File: src/core/arith_decode_pkg.sv
// Opcode patterns, clock counts and decode types for the arithmetic decoder
package arith_decode_pkg;

    // Opcode patterns
    localparam logic [7:0] OPC_GRP3        = 8'hf6;  // 1111011w, w masked
    localparam logic [7:0] OPC_GRP45       = 8'hfe;  // 1111111w, w masked
    localparam logic [7:0] OPC_PROD_IMM    = 8'h69;  // 011010s1, s masked
    localparam logic [7:0] OPC_COMP_RM_REG = 8'h3a;  // 0011101w, w masked
    localparam logic [7:0] OPC_COMP_REG_RM = 8'h38;  // 0011100w, w masked
    localparam logic [7:0] OPC_IMM_GRP     = 8'h80;  // 100000sw, s and w masked
    localparam logic [7:0] OPC_COMP_ACC    = 8'h3c;  // 0011110w, w masked
    localparam logic [7:0] OPC_DECR_REG    = 8'h48;  // 01001reg, reg masked
    localparam logic [7:0] OPC_ASC_SUB     = 8'h3f;
    localparam logic [7:0] OPC_BCD_SUB     = 8'h2f;
    localparam logic [7:0] OPC_ASC_ADD     = 8'h37;
    localparam logic [7:0] OPC_BCD_ADD     = 8'h27;
    localparam logic [7:0] OPC_ASC_DIVIDE  = 8'hd5;
    localparam logic [7:0] OPC_ASC_PROD    = 8'hd4;
    localparam logic [7:0] OPC_BASE_TEN    = 8'h0a;
    localparam logic [7:0] OPC_EXT_BYTE    = 8'h98;
    localparam logic [7:0] OPC_EXT_WORD    = 8'h99;

    // Sub-op, mod and r/m field values in the mod/reg/r-m byte
    localparam logic [2:0] SUB_DECR        = 3'h1;
    localparam logic [2:0] SUB_NEGATE      = 3'h3;
    localparam logic [2:0] SUB_UPROD       = 3'h4;
    localparam logic [2:0] SUB_SPROD       = 3'h5;
    localparam logic [2:0] SUB_DIV         = 3'h6;
    localparam logic [2:0] SUB_SDIV        = 3'h7;
    localparam logic [2:0] SUB_COMPARE     = 3'h7;
    localparam logic [1:0] MOD_REG         = 2'h3;
    localparam logic [2:0] RM_DIRECT       = 3'h6;

    // Execution clock counts
    localparam logic [4:0] CLK_ONE         = 5'h01;
    localparam logic [4:0] CLK_TWO         = 5'h02;
    localparam logic [4:0] CLK_THREE       = 5'h03;
    localparam logic [4:0] CLK_RM_MEM      = 5'h08;
    localparam logic [4:0] CLK_COMP_MEM    = 5'h07;
    localparam logic [4:0] CLK_UPROD_RB    = 5'h0d;
    localparam logic [4:0] CLK_UPROD_RW    = 5'h15;
    localparam logic [4:0] CLK_UPROD_MB    = 5'h12;
    localparam logic [4:0] CLK_UPROD_MW    = 5'h1a;
    localparam logic [4:0] CLK_SPROD_RB    = 5'h10;
    localparam logic [4:0] CLK_SPROD_RW    = 5'h18;
    localparam logic [4:0] CLK_SPROD_MB    = 5'h18;
    localparam logic [4:0] CLK_SPROD_MW    = 5'h1d;
    localparam logic [4:0] CLK_SPROD_IMM_R = 5'h17;
    localparam logic [4:0] CLK_SPROD_IMM_M = 5'h1c;
    localparam logic [4:0] CLK_DIV_RB      = 5'h12;
    localparam logic [4:0] CLK_DIV_RW      = 5'h1a;
    localparam logic [4:0] CLK_DIV_MB      = 5'h17;
    localparam logic [4:0] CLK_DIV_MW      = 5'h1f;
    localparam logic [4:0] CLK_ASC_DIVIDE  = 5'h0e;
    localparam logic [4:0] CLK_ASC_PROD    = 5'h0f;

    // Eighteen kinds need five bits
    typedef enum logic [4:0] {
        OP_NONE, OP_ILLEGAL, decrement_op, sign_change_op, compare_op,
        unsigned_product, signed_multiply, signed_multiply_imm, unsigned_divide,
        signed_divide, ascii_fix_after_subtract, ascii_fix_after_add,
        ascii_fix_before_divide, ascii_fix_after_multiply, bcd_fix_after_subtract,
        bcd_fix_after_add, byte_to_word_extend, word_to_double_extend
    } op_kind_t;

    typedef struct packed {
        op_kind_t   op;
        logic       word;
        logic       mem;
        logic [1:0] disp_bytes;
        logic [1:0] imm_bytes;
        logic [4:0] clocks;
    } decoded_t;

    localparam decoded_t DECODED_RESET = '{OP_NONE, 1'b0, 1'b0, 2'h0, 2'h0, 5'h00};

endpackage : arith_decode_pkg

File: src/core/arith_instr_decode_timing.sv
// Arithmetic group decoder with per-form execution clock counts
`timescale 1ns/10ps
module arith_instr_decode_timing
    import arith_decode_pkg::*;
(
    input  wire logic       core_clk,
    input  wire logic       resetn,
    input  wire logic       fetch_valid,
    input  wire logic [7:0] fetch_byte,
    output logic            fetch_ready,
    output logic            dec_valid,
    output decoded_t        dec_info,
    output logic            exec_busy,
    output logic            exec_done
);
    typedef enum {S_OP, S_MODRM, S_SECOND, S_EXTRA, S_RUN} state_t;

    state_t     state;
    state_t     next_state;
    logic [7:0] opcode;
    logic [2:0] extra_left;
    decoded_t   next_info;
    // Decode under way; dec_info changes only at issue
    decoded_t   pend;
    logic       next_issue;
    logic [2:0] next_extra;

    function automatic logic [4:0] pick(input logic w, input logic m, input logic [4:0] rb,
                                        input logic [4:0] rw, input logic [4:0] mb,
                                        input logic [4:0] mw);
        if (m) return w ? mw : mb;
        return w ? rw : rb;
    endfunction : pick

    function automatic logic [1:0] disp_len(input logic [7:0] modrm);
        if (modrm[7:6] == 2'h1) return 2'h1;
        if (modrm[7:6] == 2'h2) return 2'h2;
        if (modrm[7:6] == 2'h0 && modrm[2:0] == RM_DIRECT) return 2'h2;
        return 2'h0;
    endfunction : disp_len

    wire        take      = fetch_valid && fetch_ready;
    wire        op_w      = fetch_byte[0];
    wire        st_w      = opcode[0];
    wire        mem       = fetch_byte[7:6] != MOD_REG;
    wire [2:0]  sub       = fetch_byte[5:3];
    wire        is_grp3   = (opcode & 8'hfe) == OPC_GRP3;
    wire        is_grp45  = (opcode & 8'hfe) == OPC_GRP45;
    wire        is_mulimm = (opcode & 8'hfd) == OPC_PROD_IMM;
    wire        is_cmprm  = (opcode & 8'hfe) == OPC_COMP_RM_REG
                         || (opcode & 8'hfe) == OPC_COMP_REG_RM;
    wire        is_immgrp = (opcode & 8'hfc) == OPC_IMM_GRP;
    // Immediate length: sw=01 gives a full word, otherwise one byte
    wire [1:0]  imm_grp   = (opcode[1:0] == 2'h1) ? 2'h2 : 2'h1;
    // second immediate byte only when s is 0
    wire [1:0]  imm_prod  = opcode[1] ? 2'h1 : 2'h2;

    always_comb begin
        next_state = state;
        next_info  = pend;
        next_issue = 1'b0;
        next_extra = extra_left;
        case (state)
            S_OP: begin
                if (take) begin
                    next_info = '{OP_ILLEGAL, op_w, 1'b0, 2'h0, 2'h0, CLK_ONE};
                    next_state = S_RUN;
                    next_issue = 1'b1;
                    case (fetch_byte)
                        OPC_ASC_SUB: next_info = '{ascii_fix_after_subtract, 1'b0, 1'b0, 2'h0,
                                               2'h0, CLK_THREE};
                        OPC_ASC_ADD: next_info = '{ascii_fix_after_add, 1'b0, 1'b0, 2'h0, 2'h0,
                                               CLK_THREE};
                        OPC_BCD_SUB: next_info = '{bcd_fix_after_subtract, 1'b0, 1'b0, 2'h0,
                                               2'h0, CLK_TWO};
                        OPC_BCD_ADD: next_info = '{bcd_fix_after_add, 1'b0, 1'b0, 2'h0, 2'h0,
                                               CLK_TWO};
                        OPC_EXT_BYTE: next_info = '{byte_to_word_extend, 1'b1, 1'b0, 2'h0, 2'h0,
                                               CLK_TWO};
                        OPC_EXT_WORD: next_info = '{word_to_double_extend, 1'b1, 1'b0, 2'h0,
                                               2'h0, CLK_TWO};
                        OPC_ASC_DIVIDE, OPC_ASC_PROD: begin
                            next_state = S_SECOND;
                            next_issue = 1'b0;
                        end
                        default: begin
                            if ((fetch_byte & 8'hf8) == OPC_DECR_REG) begin
                                next_info = '{decrement_op, 1'b1, 1'b0, 2'h0, 2'h0, CLK_ONE};
                            end else if ((fetch_byte & 8'hfe) == OPC_COMP_ACC) begin
                                next_info = '{compare_op, op_w, 1'b0, 2'h0,
                                              op_w ? 2'h2 : 2'h1, CLK_ONE};
                                next_extra = op_w ? 3'h2 : 3'h1;
                                next_state = S_EXTRA;
                                next_issue = 1'b0;
                            end else if ((fetch_byte & 8'hfe) == OPC_GRP3
                                      || (fetch_byte & 8'hfe) == OPC_GRP45
                                      || (fetch_byte & 8'hfd) == OPC_PROD_IMM
                                      || (fetch_byte & 8'hfe) == OPC_COMP_RM_REG
                                      || (fetch_byte & 8'hfe) == OPC_COMP_REG_RM
                                      || (fetch_byte & 8'hfc) == OPC_IMM_GRP) begin
                                next_state = S_MODRM;
                                next_issue = 1'b0;
                            end
                        end
                    endcase
                end
            end
            S_SECOND: begin
                if (take) begin
                    if (fetch_byte != OPC_BASE_TEN)
                        next_info = '{OP_ILLEGAL, 1'b0, 1'b0, 2'h0, 2'h0, CLK_ONE};
                    else if (opcode == OPC_ASC_DIVIDE)
                        next_info = '{ascii_fix_before_divide, 1'b0, 1'b0, 2'h0, 2'h0,
                                      CLK_ASC_DIVIDE};
                    else
                        next_info = '{ascii_fix_after_multiply, 1'b0, 1'b0, 2'h0, 2'h0,
                                      CLK_ASC_PROD};
                    next_state = S_RUN;
                    next_issue = 1'b1;
                end
            end
            S_MODRM: begin
                if (take) begin
                    next_info = '{OP_ILLEGAL, st_w, mem, disp_len(fetch_byte), 2'h0, CLK_ONE};
                    if (is_grp3) begin
                        case (sub)
                            SUB_NEGATE: begin
                                next_info.op     = sign_change_op;
                                next_info.clocks = mem ? CLK_RM_MEM : CLK_ONE;
                            end
                            SUB_UPROD: begin
                                next_info.op     = unsigned_product;
                                next_info.clocks = pick(st_w, mem, CLK_UPROD_RB, CLK_UPROD_RW,
                                                        CLK_UPROD_MB, CLK_UPROD_MW);
                            end
                            SUB_SPROD: begin
                                next_info.op     = signed_multiply;
                                next_info.clocks = pick(st_w, mem, CLK_SPROD_RB, CLK_SPROD_RW,
                                                        CLK_SPROD_MB, CLK_SPROD_MW);
                            end
                            SUB_DIV: begin
                                next_info.op     = unsigned_divide;
                                next_info.clocks = pick(st_w, mem, CLK_DIV_RB, CLK_DIV_RW,
                                                        CLK_DIV_MB, CLK_DIV_MW);
                            end
                            SUB_SDIV: begin
                                next_info.op     = signed_divide;
                                next_info.clocks = pick(st_w, mem, CLK_DIV_RB, CLK_DIV_RW,
                                                        CLK_DIV_MB, CLK_DIV_MW);
                            end
                            default: next_info.op = OP_ILLEGAL;
                        endcase
                    end else if (is_grp45 && sub == SUB_DECR) begin
                        next_info.op     = decrement_op;
                        next_info.clocks = mem ? CLK_RM_MEM : CLK_ONE;
                    end else if (is_mulimm) begin
                        next_info.op        = signed_multiply_imm;
                        next_info.word      = 1'b1;
                        next_info.imm_bytes = imm_prod;
                        next_info.clocks    = mem ? CLK_SPROD_IMM_M : CLK_SPROD_IMM_R;
                    end else if (is_cmprm || (is_immgrp && sub == SUB_COMPARE)) begin
                        next_info.op        = compare_op;
                        next_info.imm_bytes = is_immgrp ? imm_grp : 2'h0;
                        next_info.clocks    = mem ? CLK_COMP_MEM : CLK_ONE;
                    end
                    // Illegal forms consume no further bytes
                    if (next_info.op == OP_ILLEGAL) begin
                        next_info.disp_bytes = 2'h0;
                        next_info.imm_bytes  = 2'h0;
                    end
                    next_extra = {1'b0, next_info.disp_bytes} + {1'b0, next_info.imm_bytes};
                    if (next_extra == 3'h0) begin
                        next_state = S_RUN;
                        next_issue = 1'b1;
                    end else begin
                        next_state = S_EXTRA;
                    end
                end
            end
            S_EXTRA: begin
                if (take) begin
                    next_extra = extra_left - 3'h1;
                    if (extra_left == 3'h1) begin
                        next_state = S_RUN;
                        next_issue = 1'b1;
                    end
                end
            end
            S_RUN: begin
                // Return only after execution ends; no overlap with next fetch
                if (exec_done)
                    next_state = S_OP;
            end
            default: next_state = S_OP;
        endcase
    end

    always_ff @(posedge core_clk) begin
        if (!resetn) begin
            state       <= S_OP;
            opcode      <= 8'h00;
            extra_left  <= 3'h0;
            dec_info    <= DECODED_RESET;
            pend        <= DECODED_RESET;
            dec_valid   <= 1'b0;
            fetch_ready <= 1'b0;
        end else begin
            state       <= next_state;
            if (take && state == S_OP)
                opcode  <= fetch_byte;
            extra_left  <= next_extra;
            pend        <= next_info;
            if (next_issue)
                dec_info <= next_info;
            dec_valid   <= next_issue;
            fetch_ready <= (next_state != S_RUN);
        end
    end

    exec_timer u_timer (
        .core_clk (core_clk),
        .resetn   (resetn),
        .start    (dec_valid),
        .count    (dec_info.clocks),
        .busy     (exec_busy),
        .done     (exec_done)
    );
endmodule : arith_instr_decode_timing

File: src/core/exec_timer.sv
// Execution clock counter: busy for the loaded number of clocks
`timescale 1ns/10ps
module exec_timer
    import arith_decode_pkg::*;
(
    input  wire logic       core_clk,
    input  wire logic       resetn,
    input  wire logic       start,
    input  wire logic [4:0] count,
    output logic            busy,
    output logic            done
);
    logic [4:0] remaining;

    always_ff @(posedge core_clk) begin
        if (!resetn) begin
            remaining <= 5'h00;
            busy      <= 1'b0;
            done      <= 1'b0;
        end else if (start) begin
            remaining <= count;
            busy      <= 1'b1;
            done      <= 1'b0;
        end else if (busy) begin
            remaining <= remaining - 5'h01;
            busy      <= (remaining > 5'h01);
            done      <= (remaining <= 5'h01);
        end else begin
            done      <= 1'b0;
        end
    end
endmodule : exec_timer

File: config.mk
export PLATFORM = sky130hd
export DESIGN_NAME = arith_instr_decode_timing
export DESIGN_NICKNAME = d
export VERILOG_FILES = /design/src/core/arith_decode_pkg.sv /design/src/core/arith_instr_decode_timing.sv /design/src/core/exec_timer.sv
export SDC_FILE = /design/constraint.sdc
export NUM_CORES = 1
export LEC_CHECK = 0
export BUFFER_PORTS_ARGS = -buffer_cell sky130_fd_sc_hd__buf_4
export CAP_MARGIN = 10
export CORE_MARGIN = 2
export CORE_UTILIZATION = 50
export DETAILED_ROUTE_END_ITERATION = 7
export MAX_ROUTING_LAYER = met4
export PLACE_DENSITY = 0.68
export SETUP_SLACK_MARGIN = 0.1
export SYNTH_ARGS = -nofsm -noshare
export SYNTH_HDL_FRONTEND = slang
export SYNTH_HIERARCHICAL = 1
export SYNTH_SLANG_ARGS = --single-unit
File: constraint.sdc
create_clock -name core_clk -period 4.7 [get_ports core_clk]
set_input_delay 0.235 -clock core_clk [delete_from_list [all_inputs] [get_ports core_clk]]
set_output_delay 0.235 -clock core_clk [all_outputs]
set_load 0.005 [all_outputs]
* After elaboration in Yosys (flattened, before gate mapping)
Index checks and enable logic that the tools add are counted.
** Word-level totals
- Flip-flop bits (word level) :: 84
- Output and inout bits :: 20
- Input port bits :: 11
- Word-level logic and storage cells :: 216
** Operators by class
- $add $sub $neg :: 3
- Reductions and logical operators :: 23
- Equal/unequal tests :: 48
- Bitwise operators :: 2
- Order comparisons :: 2
- Mux-type cells :: 118
** Operator list (number)
- 2-to-1 mux 32 bit :: 6
- one-hot mux 32 bit (5 select lines) :: 1
- one-hot mux 16 bit (7 select lines) :: 1
- 2-to-1 mux 5 bit :: 17
- equality test 32 x 2 -> 1 bit, second input constant :: 2
- logical NOT 32 bit :: 2
- 2-to-1 mux 16 bit :: 3
- one-hot mux 16 bit (3 select lines) :: 1
- 2-to-1 mux 1 bit :: 43
- equality test 8 bit, second input constant :: 5
- 2-to-1 mux 3 bit :: 13
- equality test 7 x 5 -> 1 bit, second input constant :: 5
- equality test 32 x 1 -> 1 bit, second input constant :: 1
- equality test 32 x 3 -> 1 bit, second input constant :: 1
- equality test 8 x 6 -> 1 bit, second input constant :: 4
- 2-to-1 mux 4 bit :: 8
- inequality test 32 x 4 -> 1 bit, second input constant :: 1
- equality test 7 bit, second input constant :: 4
- 2-to-1 mux 14 bit :: 2
- 2-to-1 mux 2 bit :: 13
- one-hot mux 5 bit (5 select lines) :: 1
- one-hot mux 4 bit (5 select lines) :: 1
- equality test 3 bit, second input constant :: 5
- 2-to-1 mux 15 bit :: 1
- 33 further kinds :: 55

* Depth between registers and ports, before layout
Gate-level depths: netlist of the first run.
- Depth after elaboration :: 23
- Depth in mapped cells :: 15
- Depth with buffers taken out :: 12

* Hierarchy
Netlist of the first run, hierarchy kept.
** Modules (own cells, without submodules)
- arith_instr_decode_timing :: cells each 411, area each 3739.8 um2, sequential area each 1541.5 um2, times used 1
- exec_timer :: cells each 40, area each 344.1 um2, sequential area each 140.1 um2, times used 1

* Worst setup path before layout of the first run
Ideal clock, no wire load.
- Path kind :: reg2reg
- Start :: register opcode[2]
- End :: register dec_info[12] in the netlist's numbering
- Setup time :: 0.114 ns
- Buffers on the path :: 1
- Clock period less this slack :: 3.555 ns
- Stages on the path, launching flop included :: 13
- Path slack :: 1.145 ns
- Arrival :: 3.441 ns
- Data required time :: 4.586 ns
- Cells stage by stage :: dfxtp_1 > or4_4 > nor3_4 > nor4_1 > nor3_1 > fa_1 > or4_1 > and3_4 > nor4_4 > o211ai_2 > buf_6 > and3_1 > a21o_1
** On the way
- Cells in the longest elaborated chain, start to end :: 18
- Elaborated cells on any way between the ends :: 32
- Classes of those cells :: add/sub (1); eq/ne (7); mux (19); reduce/logical (5)
** Ends and longest elaborated chain
- from (decl) :: RTL line arith_instr_decode_timing.sv:20 : logic [7:0] opcode;
- from (signal assigned) :: RTL line arith_instr_decode_timing.sv:210 : opcode <= fetch_byte;
- equality test 7 x 5 -> 1 bit (tied with other cells) :: RTL line arith_instr_decode_timing.sv:50 : wire is_cmprm = (opcode & 8'hfe) == OPC_COMP_RM_REG
- logical OR 1 bit / logical AND 1 bit (equally long branches) :: RTL line arith_instr_decode_timing.sv:51, arith_instr_decode_timing.sv:161
- logical OR 1 bit :: RTL line arith_instr_decode_timing.sv:161 : end else if (is_cmprm || (is_immgrp && sub == SUB_COMPARE)) begin
- 2-to-1 mux 3 bit :: RTL line arith_instr_decode_timing.sv:161
- 2-to-1 mux 5 bit :: RTL line arith_instr_decode_timing.sv:156 : end else if (is_mulimm) begin
- 2-to-1 mux 5 bit :: RTL line arith_instr_decode_timing.sv:153 : end else if (is_grp45 && sub == SUB_DECR) begin
- 2-to-1 mux 5 bit :: RTL line arith_instr_decode_timing.sv:125 : if (is_grp3) begin
- 2-to-1 mux 5 bit :: RTL line arith_instr_decode_timing.sv:123 : if (take) begin
- [2 not listed]
- 2-to-1 mux 4 bit :: RTL line arith_instr_decode_timing.sv:167 : if (next_info.op == OP_ILLEGAL) begin
- 2-to-1 mux 4 bit :: RTL line arith_instr_decode_timing.sv:123
- 2-to-1 mux 4 bit :: RTL line arith_instr_decode_timing.sv:63 : case (state)
- adder 2 x 2 -> 3 bit :: RTL line arith_instr_decode_timing.sv:171 : next_extra = {1'b0, next_info.disp_bytes} + {1'b0, next_info.imm_bytes};
- logical NOT 3 bit :: RTL line arith_instr_decode_timing.sv:172 : if (next_extra == 3'h0) begin
- 2-to-1 mux 1 bit :: RTL line arith_instr_decode_timing.sv:172
- 2-to-1 mux 1 bit :: RTL line arith_instr_decode_timing.sv:123
- one-hot mux 1 bit (4 select lines) :: RTL line arith_instr_decode_timing.sv:63
- to (signal assigned) :: RTL line arith_instr_decode_timing.sv:214 : dec_info <= next_info;
- to (decl) :: RTL line arith_instr_decode_timing.sv:12 : output decoded_t dec_info,
Several ways; a longest one is shown, not always the timed one. The select of a mux whose other input is x is not followed.
A chain may end at the register's enable or synchronous reset.

* Worst setup path after layout of the first run
- Start :: register opcode[1]
- End :: register dec_info[11] in the netlist's numbering
** On the way
- Cells in the longest elaborated chain, start to end :: 18
- Elaborated cells on any way between the ends :: 36
- Classes of those cells :: add/sub (1); eq/ne (7); mux (24); reduce/logical (4)
** Ends and longest elaborated chain
- equality test 7 x 5 -> 1 bit, on equally long branches :: RTL line arith_instr_decode_timing.sv:50, arith_instr_decode_timing.sv:51
- logical OR 1 bit :: RTL line arith_instr_decode_timing.sv:51 : || (opcode & 8'hfe) == OPC_COMP_REG_RM;
- logical OR 1 bit :: RTL line arith_instr_decode_timing.sv:161
- 2-to-1 mux 3 bit :: RTL line arith_instr_decode_timing.sv:161
- 2-to-1 mux 5 bit :: RTL line arith_instr_decode_timing.sv:156
- 2-to-1 mux 5 bit :: RTL line arith_instr_decode_timing.sv:153
- 2-to-1 mux 5 bit :: RTL line arith_instr_decode_timing.sv:125
- 2-to-1 mux 5 bit :: RTL line arith_instr_decode_timing.sv:123
- [2 not listed]
- 2-to-1 mux 4 bit :: RTL line arith_instr_decode_timing.sv:167
- 2-to-1 mux 4 bit :: RTL line arith_instr_decode_timing.sv:123
- 2-to-1 mux 4 bit :: RTL line arith_instr_decode_timing.sv:63
- adder 2 x 2 -> 3 bit :: RTL line arith_instr_decode_timing.sv:171
- logical NOT 3 bit :: RTL line arith_instr_decode_timing.sv:172
- 2-to-1 mux 1 bit :: RTL line arith_instr_decode_timing.sv:172
- 2-to-1 mux 1 bit :: RTL line arith_instr_decode_timing.sv:123
- one-hot mux 1 bit (4 select lines) :: RTL line arith_instr_decode_timing.sv:63
Several ways; a longest one is shown, not always the timed one. The select of a mux whose other input is x is not followed.

==> impl_metrics.tcl, run 1 <==
set metrics [dict create \
    reg2regPathDepth 12 \
    hold_end "opcode[1]" \
    yosysMostFrequentCell "dfxtp_1" \
    worstReg2RegStart "opcode[1]" \
    holdBufCountCts 0 \
    hold_depth 3 \
    worst_pin_slew_ns 0.991 \
    ctsRootBufferMaster "clkbuf_8" \
    setup_viol 0 \
    finalNonFillerCells 599 \
    drt-initial-drc-count 229 \
    synth_top_cell_by_area "dfxtp_1" \
    drv_slew 0 \
    fill_cells 710 \
    fp-row-count 32 \
    leakage_uw 0.00180 \
    synth_common_cells "dfxtp_1, nor2_1, nand2_1" \
    routabilityCongestion 0.968 \
    synth_area_mm2 0.00408 \
    post_cts_buffers 0 \
    cp.arrival_ns 4.50 \
    avgRoutedWirePerCell_um 17.2 \
    cts_tree "yes" \
    grt_pass1_wl_um 16800 \
    post-place-ws_ns 0.537 \
    fin_nets 511 \
    avgSynthCellArea_um2 9.06 \
    seqCellArea_mm2 0.00168 \
    dieArea_mm2 0.00891 \
    syn_inst 451 \
    worstPathMaxFanout 20 \
    die_x_um 94.4 \
    dpl_cell_area_mm2 0.00440 \
    cts_sinks 84 \
    synth_seq_cells 84 \
    clk_pin_slew_ns 0.10 \
    antennaDiodeCount 0 \
    rsz0062_at_grt "no" \
    vdd.ir_drop.worst_v 0.000215 \
    multiInputGateArea_mm2 0.00231 \
    htree_num_levels 3 \
    reg2reg_slack_ns 0.46 \
    first_pass_iters 5 \
    powerDensity_mw_per_mm2 287 \
    timing.rr.end "dec_info[11]" \
    min_from "fetch_byte[1]" \
    clkLatencyLatePin_ns 0.37 \
    synth_edf_count 0 \
    grt_antenna_before_repair 0 \
    critPathLaunchType "flip-flop" \
    initial_utilization_pct 52.3 \
    setup_tns_ns 0 \
    period_needed_ns 4.24 \
    synth_top_cell_area_share_pct 41.2 \
    clockBufferDepth 2 \
    clock_skew_ns 0.0229 \
    drtAntennaViolNets 0 \
    total_power_uw 1320 \
    synthTopCellsByArea "dfxtp_1, a21oi_1, nor2_1" \
    core_area_mm2 0.00781 \
    post_cts_resized 0 \
    outcome "finished, final reports clean" \
    io_buffer_count 30 \
    final_area_mm2 0.00460 \
    overflow 0 \
    min_path_type "primary input to flip-flop" \
    hold_viol 0 \
    ys_types 77 \
    crit_type "flip-flop to flip-flop" \
    required_ns 4.96 \
    yosysWarnings 6 \
    drc 0 \
    relSlewSlack_pct 33.5 \
    fmax_ghz 0.236 \
    finalWirelength_um 10300 \
    via_per_inst 5.98 \
    fp.dieH_um 94.4 \
    synthArstFlopShare_pct 0 \
    syn2layout_area_growth_pct 12.7 \
    vias 3580 \
    synthFlopType "dfxtp_1" \
    yosysSeqAreaShare_pct 41.2 \
    dp_hpwl_um 7270 \
    cp-end-kind "flip-flop" \
    dp.cells 583 \
    grtUsageTotal_pct 25.5 \
    drive_gt1_share_pct 15.1 \
    fin_crit_sh_pct 90.2 \
    io_pins 31 \
    cts_buffers 9 \
    drv_cap 0 \
    layout_setup_ws_ns 0.462 \
    grt_pass1_vias 3390 \
    grt_max_degree 33 \
]
## how the worst max path moves through the flow
stage / startpoint / to / cells past startpoint
after CTS: opcode[2] / dec_info[11] / 11
after floorplan: opcode[2] / dec_info[12] / 12
after global placement: opcode[2] / dec_info[9] / 11
after detailed placement: opcode[2] / dec_info[11] / 12
after global routing: opcode[1] / dec_info[11] / 11
final: opcode[1] / dec_info[11] / 12
## metal layers
| metal | part of all wire (%) | global-route usage, % |
|---|---|---|
| met2 | 48 | 38.4 |
| met5 | 0 | - |
| met3 | 5.7 | 6.54 |
| met1 | 44 | 31.7 |
| met4 | 3.0 | 12.8 |
## final cells by class
type | instances | share of cell area [%]
Inverter | 15 | 1.22
Timing Repair Buffer | 30 | 4.90
Tap cell | 102 | 2.77
Multi-Input combinational cell | 352 | 50.3
Clock inverter | 6 | 1.52
Clock buffer | 10 | 2.77
Sequential cell | 84 | 36.6
## metrics by stage
step	hold slack, ns	util (%)
floorplan	0.373	-
detailed placement	0.451	56.4
global route	0.230	58.9
finish	0.221	58.9
CTS	0.210	58.9
global placement	0.445	56.4
## logic make-up after synthesis
kind of cell    count (synthesis)  share of synthesized area [%]
simple gates                  178                           27.5
mux                            10                           2.45
flops                          84                           41.2
other cells                     1                         0.0918
xor+xnor                        5                           1.07
buf+inv                        43                           4.78
compound gates                122                           20.3
fa+ha+maj                       8                           2.63
## power by group
group / switching [uW] / leakage [uW] / internal [uW]
sequential: 5.58 / 0.000688 / 725
clock: 272 / 0.0000895 / 249
combinational: 47.2 / 0.00102 / 20.5
total: 325 / 0.00180 / 995
## flip-flops by register name, indices dropped and copies added (netlist names)
signal,cells
u_timer/busy,1
pend,16
dec_info,16
u_timer/remaining,5
u_timer/done,1
dec_valid,1
opcode,8
state,32
fetch_ready,1
extra_left,3
## placed cells by master (no fill, tap or decap), drive strengths merged, types with 3 or more instances in the layout
master | Yosys | routed
dfxtp | 84 | 84
nor2 | 34 | 34
nand2 | 32 | 32
a21oi | 30 | 30
buf | 15 | 30
conb | 1 | 29
o21ai | 26 | 26
nor3 | 21 | 21
inv | 14 | 16
nor4 | 16 | 16
and3 | 14 | 14
mux2i | 10 | 10
nand3 | 10 | 10
clkbuf | 13 | 10
nand4 | 10 | 10
a31oi | 7 | 7
o31ai | 7 | 7
a21o | 7 | 7
ha | 7 | 7
and2 | 6 | 6
nand3b | 5 | 5
a2111oi | 5 | 5
or3 | 5 | 5
nand2b | 4 | 4
o21bai | 4 | 4
a22oi | 4 | 4
or4 | 4 | 4
nor4b | 4 | 4
o211ai | 4 | 4
o211a | 3 | 3
a22o | 3 | 3
or2 | 3 | 3
xor2 | 3 | 3
clkinvlp | 0 | 3
## critical path: stages, from the launching register on
cell	delay [ns]
dfxtp_1	0.45
nand4_1	0.23
nor3_1	0.49
nor4_1	0.14
nor2_1	0.22
ha_1	0.22
fa_1	0.41
or4_1	0.52
and3_4	0.22
nor4_4	0.25
o211a_1	0.61
nand2_1	0.12
o221a_1	0.23
(Power assumes the default switching activity.)
==> run 2, diff against run 1 <==
--- a/config.mk
+++ b/config.mk
@@ -5,7 +5,7 @@
 export SDC_FILE = /design/constraint.sdc
 export NUM_CORES = 1
 export LEC_CHECK = 0
-export BUFFER_PORTS_ARGS = -buffer_cell sky130_fd_sc_hd__buf_4
+export BUFFER_PORTS_ARGS = -buffer_cell sky130_fd_sc_hd__buf_2
 export CAP_MARGIN = 10
 export CORE_MARGIN = 2
 export CORE_UTILIZATION = 50
==> constraint.sdc (replaced) <==
create_clock -name core_clk -period 4.8 [get_ports core_clk]
set_input_delay 0.24 -clock core_clk [delete_from_list [all_inputs] [get_ports core_clk]]
set_output_delay 0.24 -clock core_clk [all_outputs]
set_load 0.005 [all_outputs]
==> impl_metrics.tcl, run 2 (synthesis gave the netlist of run 1 again) <==
set metrics [dict create \
    hold_end "opcode[2]" \
    rsz0062_at_grt "no" \
    dpl_cell_area_mm2 0.00433 \
    fp.dieH_um 94.4 \
    cts_tree "yes" \
    avgRoutedWirePerCell_um 16.8 \
    via_per_inst 6.03 \
    drtAntennaViolNets 0 \
    slowest_stage "o211a_1" \
    clock_skew_ns 0.0150 \
    antennaDiodeCount 0 \
    wl_met1_um 4410 \
    crit_type "flip-flop to flip-flop" \
    drc 0 \
    multiInputGateArea_mm2 0.00231 \
    min_path_type "primary input to flip-flop" \
    cp.arrival_ns 4.49 \
    clockBufferDepth 2 \
    fin_crit_sh_pct 89.1 \
    required_ns 5.02 \
    vias 3614 \
    largestRegisters "state: 32 flops, dec_info: 16 flops, pend: 16 flops" \
    largest_reg_flops 32 \
    htree_num_levels 3 \
    hold_depth 3 \
    post_cts_resized 0 \
    grt_pass1_wl_um 16500 \
    clkLatencyLatePin_ns 0.35 \
    routed-wl-met3_um 593 \
    dieArea_mm2 0.00891 \
    fmax_ghz 0.234 \
    grt_max_degree 33 \
    cts_buffers 9 \
    crit_chain "or4_4, nor3_4, nor4_1, nor3_1, fa_1, or4_1, and3_4, nor4_4, o211a_1, mux2i_1, nor2_1" \
    core_area_mm2 0.00781 \
    total_power_uw 1290 \
    routed.top_layer "met4" \
    grtUsageTotal_pct 24.5 \
    fp-row-count 32 \
    post_cts_buffers 0 \
    routabilityCongestion 0.951 \
    cp_slowest_stage_delay_ns 0.61 \
    ctsRootBufferMaster "clkbuf_8" \
    setup_viol 0 \
    clk_pin_slew_ns 0.09 \
    path_delay_family "simple AND/OR/NAND/NOR gates" \
    cts_sinks 84 \
    syn2layout_area_growth_pct 10.8 \
    grt_pass1_vias 3433 \
    drt-initial-drc-count 312 \
    initial_utilization_pct 52.3 \
    registers.top_by_ff_count "state" \
    worstReg2RegStart "opcode[2]" \
    die_x_um 94.4 \
    io_buffer_count 30 \
    powerDensity_mw_per_mm2 285 \
    crit_cells 11 \
    fill_cells 740 \
    min_from "fetch_byte[2]" \
    relSlewSlack_pct 34.5 \
    met2_length_um 4760 \
    first_pass_iters 5 \
    worst_pin_slew_ns 0.978 \
    fin_nets 511 \
    seqCellArea_mm2 0.00168 \
    io_pins 31 \
    critPathLaunchType "flip-flop" \
    leakage_uw 0.00180 \
    grt_antenna_before_repair 0 \
    reg2regPathDepth 11 \
    period_needed_ns 4.27 \
    drive_gt1_share_pct 15.1 \
    holdBufCountCts 0 \
    fin_util_pct 58.0 \
    outcome "finished, final reports clean" \
    holdWs_ns 0.303 \
    reg2reg_slack_ns 0.53 \
    vdd.ir_drop.worst_v 0.000186 \
    final_area_mm2 0.00453 \
    drv_slew 0 \
    final_common_cell "dfxtp_1" \
    worstPathMaxFanout 20 \
    drv_cap 0 \
    hold_viol 0 \
    cp-end-kind "flip-flop" \
    setup_tns_ns 0 \
    overflow 0 \
    layout_common_cells "dfxtp_1, nor2_1, nand2_1" \
    timing.rr.end "dec_info[9]" \
    finalWirelength_um 10100 \
    cp_num_buf_inv 0 \
    dp_hpwl_um 7140 \
]
[run 2: cell count changes in the layout (fill, tap and decap cells not counted)]
cell	previous run	this run
buf_2	0	30
inv_8	0	1
buf_4	30	0
clkinv_4	0	1
inv_6	2	1
clkinv_2	0	1
clkinvlp_4	3	1
[run 2: routing by layer]
layer / GRT usage [%] / vias to the layer above
met4: 11.6 / 0
met3: 3.91 / 29
met5: - / -
li1: - / 1733
met2: 39.0 / 152
met1: 30.7 / 1700
[run 2: cell type report]
type | instances | share of cell area [%]
Clock inverter | 6 | 1.58
Clock buffer | 10 | 2.82
Tap cell | 102 | 2.82
Timing Repair Buffer | 30 | 3.32
Multi-Input combinational cell | 352 | 51.1
Inverter | 15 | 1.24
Sequential cell | 84 | 37.1
[run 2: power breakdown]
part	internal, uW	switching [uW]	total [uW]
combinational	17.3	46.1	63.3
clock	246	265	511
sequential	710	5.28	715
[run 2: per-stage QoR]
stage	setup WS, ns	cells
floorplan	1.25	479
global placement	0.778	583
detailed placement	0.632	583
CTS	0.613	599
global route	0.322	599
finish	0.525	599
[run 2: worst min-delay path: cells and delay by family]
family                 cells  cell delay [ns]
and+or+nand+nor            1             0.05
muxes                      1             0.15
buffers and inverters      1             0.17
[run 2: worst max path at each step]
| stage | startpoint | end | slack, ns |
|---|---|---|---|
| floorplan | opcode[2] | dec_info[12] | 1.25 |
| global placement | fetch_byte[4] | dec_info[9] | 0.78 |
| detailed placement | opcode[2] | dec_info[9] | 0.63 |
| CTS | opcode[2] | dec_info[9] | 0.61 |
| global route | opcode[1] | dec_info[9] | 0.32 |
| finish | opcode[2] | dec_info[9] | 0.53 |
